## config.mk

```make
export PLATFORM = sky130hd
export DESIGN_NAME = tcp_test_port
export DESIGN_NICKNAME = d
export VERILOG_FILES = /design/src/include/tcp_pkg.sv /design/src/include/tcp_mem_if.sv /design/src/verilog/tcp_test_port.sv /design/src/verilog/tcp_bit_mem.sv
export SDC_FILE = /design/constraint.sdc
export NUM_CORES = 1
export LEC_CHECK = 0
export BUFFER_PORTS_ARGS = -buffer_cell sky130_fd_sc_hd__buf_2
export CORE_MARGIN = 4
export CORE_UTILIZATION = 50
export CTS_CLUSTER_DIAMETER = 100
export CTS_CLUSTER_SIZE = 8
export DETAILED_ROUTE_END_ITERATION = 8
export HOLD_SLACK_MARGIN = 0.05
export MAX_ROUTING_LAYER = met4
export PLACE_DENSITY = 0.69
export SETUP_SLACK_MARGIN = 0.2
export SYNTH_ARGS = -nofsm -noshare
export SYNTH_HDL_FRONTEND = slang
export SYNTH_SLANG_ARGS = --single-unit
```

## constraint.sdc

```tcl
create_clock -name mclk -period 0.8 [get_ports mclk]
set_input_delay 0.04 -clock mclk [delete_from_list [all_inputs] [get_ports mclk]]
set_output_delay 0.04 -clock mclk [all_outputs]
set_load 0.01 [all_outputs]
```

## src/include/tcp_pkg.sv

```systemverilog
// Constants and types shared by the timing client test port
package tcp_pkg;
   localparam int FRAME_BITS = 512;
   localparam int BIT_IDX_W = 9;
   localparam int MEM_ADDR_W = BIT_IDX_W + 1;
   localparam int MEM_DEPTH = 2 * FRAME_BITS;
   localparam int GUARD_BITS = 22;
   localparam logic [BIT_IDX_W-1:0] LAST_BIT = 9'h1FF;
   localparam logic [BIT_IDX_W-1:0] FIRST_GUARD_START = 9'h0EA;
   localparam logic [BIT_IDX_W-1:0] CLIENT_PREAMBLE_START = 9'h100;
   localparam logic [BIT_IDX_W-1:0] SECOND_GUARD_START = 9'h1EA;
   localparam logic [BIT_IDX_W-1:0] GUARD_LEN = 9'h016;
   localparam int MASTER_PER_BIT = 2;
   localparam logic PHASE_FIRST = 1'b0;
   localparam logic PHASE_SECOND = 1'b1;
   localparam logic SUBSTITUTE_BIT = 1'b1;
   localparam logic GUARD_BIT = 1'b0;

   typedef enum logic [2:0]
   {
      oscillator_settling_mode = 3'b000,
      free_running_mode = 3'b001,
      fast_acquisition_mode = 3'b010,
      locked_mode = 3'b011,
      reference_loss_bridge_mode = 3'b100,
      last_frequency_hold_mode = 3'b101
   } tcp_mode_t;
endpackage

```

## src/include/tcp_mem_if.sv

```systemverilog
// Port bundle between the frame buffer control and its bit memory
`timescale 1ns/1ns
interface tcp_mem_if;
   import tcp_pkg::*;
   logic wr_en;
   logic [MEM_ADDR_W-1:0] wr_addr;
   logic wr_data;
   logic [MEM_ADDR_W-1:0] rd_addr;
   logic rd_data;
   modport ctrl
   (
      output wr_en,
      output wr_addr,
      output wr_data,
      output rd_addr,
      input rd_data
   );
   modport mem
   (
      input wr_en,
      input wr_addr,
      input wr_data,
      input rd_addr,
      output rd_data
   );
endinterface

```

## src/verilog/tcp_test_port.sv

```systemverilog
// Test port: one-frame-late serial replay, frame marker, second marker, LEDs
// How it works
// - Line frame N-1 is stored, its server check latched, replayed in frame N.
// - Good frame: the 468 stored bits outside the two guards go out, fields in their order.
// - Good frame: both 22-bit turnaround guards are sent as zeros.
// - Failed check: the replayed frame is 512 ones instead.
// - Serial output never pauses; one bit every bit period, every frame.
// - Each bit spans two master clock cycles, or one when a frame start realigns the phase.
// - Frame marker rises with the first server preamble bit.
// - That rise comes one bit after the master clock edge that starts the frame.
// - Frame marker falls with the first client preamble bit.
// - LEDs: dark settling/free/hold, yellow fast, green locked/reference_loss_bridge_mode.
// - Optional second marker edge follows each GPS second boundary.
// - Six client modes come in; status outputs follow them.
`timescale 1ns/1ns
module tcp_test_port
#(
   parameter bit PPS_FITTED = 1'b1
)
(
   input wire logic mclk,
   input wire logic rst_n,
   input wire logic master_clk_in,
   input wire logic line_data_in,
   input wire logic frame_start_in,
   input wire logic gps_second_in,
   input wire logic crc_check_done,
   input wire logic crc_check_good,
   input wire tcp_pkg::tcp_mode_t client_mode,
   output logic test_data_out,
   output logic frame_marker_out,
   output logic pulse_per_second_marker_out,
   output logic status_led_green,
   output logic status_led_yellow
);
   import tcp_pkg::*;

   logic rst_s1_reg;
   logic rst_sync_n;
   logic master_s1_reg;
   logic master_s2_reg;
   logic master_s3_reg;
   logic line_s1_reg;
   logic line_s2_reg;
   logic fstart_s1_reg;
   logic fstart_s2_reg;
   logic gps_s1_reg;
   logic gps_s2_reg;
   logic phase_reg;
   logic [BIT_IDX_W-1:0] bit_idx_reg;
   logic bank_reg;
   logic crc_seen_good_reg;
   logic replay_good_reg;
   logic master_rise;
   logic bit_start;
   logic frame_wrap;
   logic in_guard;
   logic [BIT_IDX_W:0] idx_wide;
   logic [BIT_IDX_W:0] g1_end;
   logic [BIT_IDX_W:0] g2_end;

   tcp_mem_if mif ();

   tcp_bit_mem #(.DEPTH(MEM_DEPTH)) i_tcp_bit_mem
   (
      .mclk(mclk),
      .mif(mif)
   );

   // Reset release through two flops
   always_ff @(posedge mclk or negedge rst_n)
   begin
      if (!rst_n)
      begin
         rst_s1_reg <= 1'b0;
         rst_sync_n <= 1'b0;
      end
      else
      begin
         rst_s1_reg <= 1'b1;
         rst_sync_n <= rst_s1_reg;
      end
   end

   // Pin synchronisers; third master flop only for edge finding
   always_ff @(posedge mclk or negedge rst_sync_n)
   begin
      if (!rst_sync_n)
      begin
         master_s1_reg <= 1'b0;
         master_s2_reg <= 1'b0;
         master_s3_reg <= 1'b0;
         line_s1_reg <= 1'b0;
         line_s2_reg <= 1'b0;
         fstart_s1_reg <= 1'b0;
         fstart_s2_reg <= 1'b0;
         gps_s1_reg <= 1'b0;
         gps_s2_reg <= 1'b0;
      end
      else
      begin
         master_s1_reg <= master_clk_in;
         master_s2_reg <= master_s1_reg;
         master_s3_reg <= master_s2_reg;
         line_s1_reg <= line_data_in;
         line_s2_reg <= line_s1_reg;
         fstart_s1_reg <= frame_start_in;
         fstart_s2_reg <= fstart_s1_reg;
         gps_s1_reg <= gps_second_in;
         gps_s2_reg <= gps_s1_reg;
      end
   end

   assign master_rise = master_s2_reg & ~master_s3_reg;
   // Frame start realigns the bit phase; otherwise every second edge
   assign bit_start = master_rise &
      (fstart_s2_reg | (phase_reg == PHASE_SECOND));
   // Counter free-runs if frame start is missing, so output never stops
   assign frame_wrap = bit_start &
      (fstart_s2_reg | (bit_idx_reg == LAST_BIT));

   always_ff @(posedge mclk or negedge rst_sync_n)
   begin
      if (!rst_sync_n)
      begin
         phase_reg <= PHASE_SECOND;
      end
      else if (master_rise)
      begin
         phase_reg <= bit_start ? PHASE_FIRST : PHASE_SECOND;
      end
   end

   always_ff @(posedge mclk or negedge rst_sync_n)
   begin
      if (!rst_sync_n)
      begin
         bit_idx_reg <= LAST_BIT;
         bank_reg <= 1'b0;
      end
      else if (frame_wrap)
      begin
         bit_idx_reg <= '0;
         bank_reg <= ~bank_reg;
      end
      else if (bit_start)
      begin
         bit_idx_reg <= bit_idx_reg + 9'h001;
      end
   end

   // Line bit taken mid-bit, on the second master edge, away from changes
   assign mif.wr_en = master_rise & ~bit_start &
      (phase_reg == PHASE_FIRST);
   assign mif.wr_addr = {bank_reg, bit_idx_reg};
   assign mif.wr_data = line_s2_reg;
   // Other bank holds the previous frame at the same bit position
   assign mif.rd_addr = {~bank_reg, bit_idx_reg};

   // Check result; a result in the wrap cycle still counts
   always_ff @(posedge mclk or negedge rst_sync_n)
   begin
      if (!rst_sync_n)
      begin
         crc_seen_good_reg <= 1'b0;
         replay_good_reg <= 1'b0;
      end
      else if (frame_wrap)
      begin
         replay_good_reg <= crc_check_done ? crc_check_good
                                           : crc_seen_good_reg;
         crc_seen_good_reg <= 1'b0;
      end
      else if (crc_check_done)
      begin
         crc_seen_good_reg <= crc_check_good;
      end
   end

   // One bit wider: the second guard ends at the frame end and would wrap
   assign idx_wide = {1'b0, bit_idx_reg};
   assign g1_end = {1'b0, FIRST_GUARD_START} + {1'b0, GUARD_LEN};
   assign g2_end = {1'b0, SECOND_GUARD_START} + {1'b0, GUARD_LEN};
   assign in_guard =
      ((idx_wide >= {1'b0, FIRST_GUARD_START}) && (idx_wide < g1_end)) ||
      ((idx_wide >= {1'b0, SECOND_GUARD_START}) && (idx_wide < g2_end));

   // Output lags the line by one bit, so the registered read has settled;
   // marker and data share that lag and stay aligned
   always_ff @(posedge mclk or negedge rst_sync_n)
   begin
      if (!rst_sync_n)
      begin
         test_data_out <= SUBSTITUTE_BIT;
         frame_marker_out <= 1'b0;
      end
      else if (bit_start)
      begin
         if (!replay_good_reg)
         begin
            test_data_out <= SUBSTITUTE_BIT;
         end
         else if (in_guard)
         begin
            test_data_out <= GUARD_BIT;
         end
         else
         begin
            test_data_out <= mif.rd_data;
         end
         frame_marker_out <= (bit_idx_reg < CLIENT_PREAMBLE_START);
      end
   end

   always_ff @(posedge mclk or negedge rst_sync_n)
   begin
      if (!rst_sync_n)
      begin
         pulse_per_second_marker_out <= 1'b0;
      end
      else
      begin
         pulse_per_second_marker_out <= PPS_FITTED & gps_s2_reg;
      end
   end

   always_ff @(posedge mclk or negedge rst_sync_n)
   begin
      if (!rst_sync_n)
      begin
         status_led_green <= 1'b0;
         status_led_yellow <= 1'b0;
      end
      else
      begin
         case (client_mode)
            fast_acquisition_mode:
            begin
               status_led_green <= 1'b0;
               status_led_yellow <= 1'b1;
            end
            locked_mode, reference_loss_bridge_mode:
            begin
               status_led_green <= 1'b1;
               status_led_yellow <= 1'b0;
            end
            default:
            begin
               status_led_green <= 1'b0;
               status_led_yellow <= 1'b0;
            end
         endcase
      end
   end
endmodule

```

## src/verilog/tcp_bit_mem.sv

```systemverilog
// Two-bank frame bit memory with registered read data
`timescale 1ns/1ns
module tcp_bit_mem
#(
   parameter int DEPTH = tcp_pkg::MEM_DEPTH
)
(
   input wire logic mclk,
   tcp_mem_if.mem mif
);
   import tcp_pkg::*;

   logic store_reg [DEPTH];

   always_ff @(posedge mclk)
   begin
      if (mif.wr_en)
      begin
         store_reg[mif.wr_addr] <= mif.wr_data;
      end
   end

   always_ff @(posedge mclk)
   begin
      mif.rd_data <= store_reg[mif.rd_addr];
   end
endmodule

```

==> results.cfg, run 1 <==
[timing]
tightest_slew_ns = 0.561
min_period_over_period_pct = 385
hold_viol_final = 0
whs_ns = 0.0414
rsz0062_at_grt = true
drv_slew = 0
setup_violations = 2069
layout_min_cycle_time_ns = 3.08
fin_skew_ns = 0.0289
tns_ns = -2238.30
slew-limit-headroom_pct = 62.4
fmax_ghz = 0.325
setup_slack_ns = -2.28

[route]
drc = 0
dr.pass1.iters = 6
drt_iter0_drc = 4851
final_antenna_net_count = 0
wl_per_cell_um = 29.6
wirelength_um = 144000
vias = 31100
vias_per_cell = 6.38

[grt]
antenna_found_initial = 1
grt_pass1_wl_um = 208000
grt_pass1_vias = 31100
grt.overflow.total = 0
grt_use_total_pct = 31.0
grt_max_degree = 72

[final_layout]
final_nets = 3662
drive_gt1_share_pct = 29.0
nFillCells = 6255
largest_reg_flops = 1024
area_growth_pct = 24.5
utilization_pct = 62.9

[placement]
dpl.hpwl_um = 86000
place_congestion = 0.937
portBuffers = 15

[power_and_ir_drop]
switchingPower_uw = 33900
p_int_uw = 105000
combPwrFrac_pct = 14.6
power.share.switching_pct = 24.4
p_per_area_nw_per_um2 = 2440
vdd_drop_max_mv = 1.99
leakagePower_uw = 0.0182
finalPower_uw = 138000
seqPwrFrac_pct = 44.2
clockPowerShare_pct = 41.2

[synth]
syn_avg_cell_area_sq_um = 13.9
synth_seq_cells = 1054
syn_inst = 3285
synth_cell_types = 72
synth_edf_count = 1024
syn_nets = 3301
synth_area_sq_um = 45600
synth_warnings = 0
ys_seq_area_share_pct = 69.1
synth_ff_type = edfxtp_1
async_reset_ff_share_pct = 2.75

[setup_path]
path_class = register to register
worstPathMaxFanout = 5
cp-end-kind = register
cp.arrival_ns = 3.70
start_kind = register
cp.required_ns = 1.42

[outcome]
violations = negative setup slack
status = finished, violations left

[die]
initial_core_util_pct = 50.5
die_area_sq_um = 96100
num_rows = 110
die_h_um = 310
ios = 16
core_area_sq_um = 90300
die_w_um = 310

[clock_network]
cts_buffer_depth = 3
cts.reportedPaths.clkPinSlew_ns = 0.05
cts-htree-levels = 4
cts_tree = done
clk_latency_ns = 0.76
cts_buffers = 149
root_buffer = clkbuf_16
clkSinkCount = 1054

[job]
cap_violations = 0

[hold_path]
worstHoldPathType = input pin to register
## logic make-up after synthesis
kind of cell             Yosys count  share of synthesized area, %
flip-flops                      1054                          69.1
XOR/XNOR                           1                        0.0192
other                              1                       0.00822
AO/OA/AOI/OAI                    227                          3.42
AND/OR/NAND/NOR                 1304                          11.4
adder cells (fa/ha/maj)            5                         0.137
multiplexers                     383                          12.6
buffers and inverters            310                          3.28
## repair_timing
| action | 4_1_cts | 5_1_grt |
|---|---|---|
| hold buffers | 14 | 0 |
| pin swaps | 21 | 17 |
| setup buffers | 38 | 7 |
| setup endpoints to repair | 2070 | 2073 |
| endpoints found under the hold margin | 10 | 0 |
| cloned | 11 | 1 |
| gates resized for setup | 119 | 114 |
## cell type report
class | instances | area [sq um] | area share, %
flip-flops and latches | 1054 | 31500 | 55.5
multi-input cells | 1921 | 13500 | 23.7
repair buffers | 515 | 6140 | 10.8
clock buffers | 177 | 3830 | 6.75
well taps | 1176 | 1470 | 2.59
clock inverters | 16 | 324 | 0.571
inverters | 5 | 21.3 | 0.0374
diodes | 1 | 2.50 | 0.00441
## through the flow
step	setup slack [ns]	area, sq um	std cells
3_3_place_gp	-2.52	50800	4600
5_1_grt	-2.32	56800	4865
3_5_place_dp	-2.44	50800	4600
6_report	-2.28	56800	4865
2_1_floorplan	-4.19	46000	3285
4_1_cts	-2.18	56300	4856
## worst max-delay path, stage by stage (launching register included)
cell and delay (ns):
dfstp_4 0.63, buf_2 0.26, nand4b_1 0.34, buf_4 0.24, o22ai_1 0.09, nor4_1 0.28
buf_4 0.16, o211ai_1 0.24, a32o_2 0.38, a21oi_2 0.20, o211ai_1 0.12
## synthesized netlist by cell type, drive strengths merged, types with 3 or more instances
cell	n	area, sq um
a211oi	5	37.5
a21oi	19	95.1
a221o	3	30.0
a221oi	15	138
a22o	7	61.3
a22oi	37	278
a31oi	6	37.5
and2	9	56.3
and3	3	18.8
buf	110	743
clkbuf	195	732
dfrtp	18	450
dfstp	11	289
edfxtp	1024	30700
ha	5	62.6
inv	4	15.0
mux2	5	56.3
mux2i	227	2270
mux4	151	3430
nand2	108	405
nand2b	5	31.3
nand3	30	150
nand4	7	43.8
nand4b	4	35.0
nand4bb	5	56.3
nor2	1071	4020
nor2b	13	81.3
nor3	17	85.1
nor4	15	93.8
o2111ai	4	35.0
o211ai	9	67.6
o21ai	40	200
o22a	4	35.0
o22ai	57	357
or2	4	25.0
or3	3	18.8
or4	3	22.5
or4b	3	30.0
## power by group through the flow
| stage | sequential (uW) | clock, uW | combinational [uW] |
|---|---|---|---|
| after global routing | 61100 | 59900 | 21000 |
| after global placement | 62200 | 0 | 17400 |
| final | 61200 | 57100 | 20200 |
| after CTS | 61200 | 57400 | 19500 |
| after detailed placement | 62200 | 0 | 17700 |
| after floorplan | 62700 | 0 | 11200 |
## layer usage
layer	global-route usage [%]	vias to the layer above	wire length, um
met2	46.7	2313	66800
met4	14.9	0	7860
met3	7.07	482	18300
met1	40.1	15600	50800
li1	-	12700	-
met5	-	-	0
## path summary, 6_finish.rpt
kind                                                 start                                end  slack [ns]  depth (start not counted)
worst max-delay path            bit_idx_reg[3]$_DFFE_PN1P_  i_tcp_bit_mem.mif.rd_data$_DFF_P_       -2.28                         10
worst min-delay path                        client_mode[0]        status_led_yellow$_DFF_PN0_        0.04                          3
worst max register to register  bit_idx_reg[3]$_DFFE_PN1P_  i_tcp_bit_mem.mif.rd_data$_DFF_P_       -2.28                         10
worst min register to register        rst_sync_n$_DFF_PN0_               gps_s1_reg$_DFF_PN0_        0.21                          1
max in group asynchronous             rst_sync_n$_DFF_PN0_              phase_reg$_DFFE_PN1P_        0.30                          1
min in group asynchronous                            rst_n               rst_s1_reg$_DFF_PN0_        0.14                          3
## layout by cell type, fill, tap and decap left out, types with 16 or more instances in the layout
| master | count |
|---|---|
| clkbuf_16 | 150 |
| o21ai_0 | 31 |
| a22oi_1 | 32 |
| nor2_2 | 133 |
| clkbuf_1 | 28 |
| o22ai_1 | 55 |
| mux4_2 | 145 |
| nand2_2 | 24 |
| buf_2 | 16 |
| nand2_1 | 73 |
| mux2i_1 | 222 |
| nand3_1 | 28 |
| buf_12 | 139 |
| buf_6 | 32 |
| dfrtp_1 | 17 |
| edfxtp_1 | 1024 |
| a21oi_1 | 16 |
| buf_4 | 290 |
| nor2_1 | 928 |
Power figures use the tool's default switching activity.
==> inputs of run 2 (changes only) <==
- REMOVE_ABC_BUFFERS: unset -> 1
==> results.cfg, run 2 (synthesized netlist as in run 1, its figures left out) <==
[final_layout]
largest_reg_flops = 1024
final_area_sq_um = 62900
area_growth_pct = 38.0
final_common_cell = edfxtp_1
utilization_pct = 69.7
mostFrequentLayoutCells = edfxtp_1 (1024), nor2_1 (546), nor2_4 (470)
final_nets = 3796
drive_gt1_share_pct = 41.5

[timing]
whs_ns = -0.00337
layout_min_cycle_time_ns = 3.35
hold_viol_final = 1
slew-limit-headroom_pct = 54.3
min_period_over_period_pct = 418
fin_skew_ns = 0.0466
fmax_ghz = 0.299
drv_slew = 0
setup_slack_ns = -2.55
setup_violations = 2069
tightest_slew_ns = 0.686
rsz0062_at_grt = true
tns_ns = -2380.36

[hold_path]
hold_depth = 3
worstHoldPathType = input pin to register

[die]
num_rows = 110
ios = 16
die_w_um = 310
die_h_um = 310
initial_core_util_pct = 50.5
die_area_sq_um = 96100
core_area_sq_um = 90300

[placement]
portBuffers = 15
place_congestion = 0.952
dpl_cell_area_sq_um = 50400
dpl.hpwl_um = 86600

[route]
wl_met2_um = 76400
vias = 33800
top_layer = met4
drt_iter0_drc = 5852
wl_met3_um = 27800
vias_per_cell = 6.75
wirelength_um = 174000
met1_length_um = 55000
final_antenna_net_count = 0
wl_per_cell_um = 34.7
dr.pass1.iters = 7
drc = 0

[clock_network]
clk_latency_ns = 0.77
ctsHoldBuffers = 15
cts_buffer_depth = 3
cts.reportedPaths.clkPinSlew_ns = 0.06
root_buffer = clkbuf_16
clkSinkCount = 1054
cts_buffers = 149
cts_tree = done
cts-htree-levels = 4

[setup_path]
ff2ff_path_depth = 10
cp.arrival_ns = 4.04
worstPathCellList = buf_4, buf_4, or4b_2, buf_4, o21ai_0, nor4_2, a21oi_1, a221o_1, nand2_1, o211ai_1
crit_slowest_cell = or4b_2
path_class = register to register
cp-end-kind = register
worstPathMaxFanout = 8
start_kind = register
max_stage_delay_ns = 0.70
crit_top_cell = buf_4
cp.required_ns = 1.50

[grt]
grt_max_degree = 92
grt_use_total_pct = 33.6
grt_pass1_vias = 32700
grt.overflow.total = 0
antenna_found_initial = 2
grt_pass1_wl_um = 223000

[outcome]
status = finished, violations left
violations = negative hold slack, negative setup slack

[job]
cap_violations = 0

[power_and_ir_drop]
vdd_drop_max_mv = 2.20
leakagePower_uw = 0.0195
p_per_area_nw_per_um2 = 2270
finalPower_uw = 143000
==> run 2: cell count changes in the layout (fill, tap and decap cells not counted), moves of 8 or more <==
cell / delta
buf_8: +11
nand2_8: +19
nand2_4: -8
nand2_2: -13
nor2_1: -382
buf_16: +41
nor2_2: -78
clkbuf_16: +19
buf_12: +27
nor2_4: +460
buf_4: +31
==> run 2: final cells by class <==
type                    instances  area, sq um
repair buffers                649         8680
flip-flops and latches       1054        31500
well taps                    1176         1470
fillers                      5182        27400
inverters                       5         38.8
multi-input cells            1921        17000
diodes                          5         12.5
clock inverters                15          312
clock buffers                 181         3870
==> run 2: through the flow <==
stage | setup WS [ns] | cells | hold slack (ns)
finish | -2.55 | 5006 | -0.00337
CTS | -2.29 | 4942 | -0.0310
floorplan | -13.62 | 2980 | -0.256
detailed placement | -2.71 | 4598 | -0.173
global route | -2.52 | 5003 | 0.0167
global placement | -2.71 | 4598 | -0.174
==> run 2: routing by layer <==
layer | global-route usage [%] | vias up
li1 | - | 13100
met1 | 41.5 | 16700
met2 | 49.4 | 3064
met3 | 10.5 | 961
met4 | 19.1 | 0
met5 | - | -
==> run 2: worst paths after layout <==
| check | start | to | slack (ns) |
|---|---|---|---|
| min in group asynchronous | rst_n | rst_s1_reg$_DFF_PN0_ | 0.18 |
| min | client_mode[0] | status_led_yellow$_DFF_PN0_ | -0.003 |
| max reg2reg | bit_idx_reg[1]$_DFFE_PN1P_ | i_tcp_bit_mem.mif.rd_data$_DFF_P_ | -2.55 |
| min reg2reg | rst_sync_n$_DFF_PN0_ | master_s1_reg$_DFF_PN0_ | 0.21 |
| max | bit_idx_reg[1]$_DFFE_PN1P_ | i_tcp_bit_mem.mif.rd_data$_DFF_P_ | -2.55 |
| max in group asynchronous | rst_sync_n$_DFF_PN0_ | bit_idx_reg[0]$_DFFE_PN1P_ | 0.33 |
==> run 2: where the power goes <==
part	internal (uW)	total [uW]	switching (uW)	leakage, uW
registers	60900	61100	224	0.00954
logic	11000	23500	12500	0.00794
clock network	34000	58400	24300	0.00202
total	106000	143000	37000	0.0195
==> run 2: worst max-delay path, delay by kind of cell (launching register included) <==
kind                   cells  cell delay [ns]
buffers and inverters      3             0.59
AOI/OAI and AO/OA          4             1.08
DFF                        1             0.69
and+or+nand+nor            3             0.91
==> run 2: repair_timing <==
action	4_1_cts	5_1_grt
buffers inserted	92	36
pin swaps	184	250
endpoints found under the hold margin	10	1
resized for setup	694	664
endpoints found under the setup margin	2069	2073
cloned	41	23
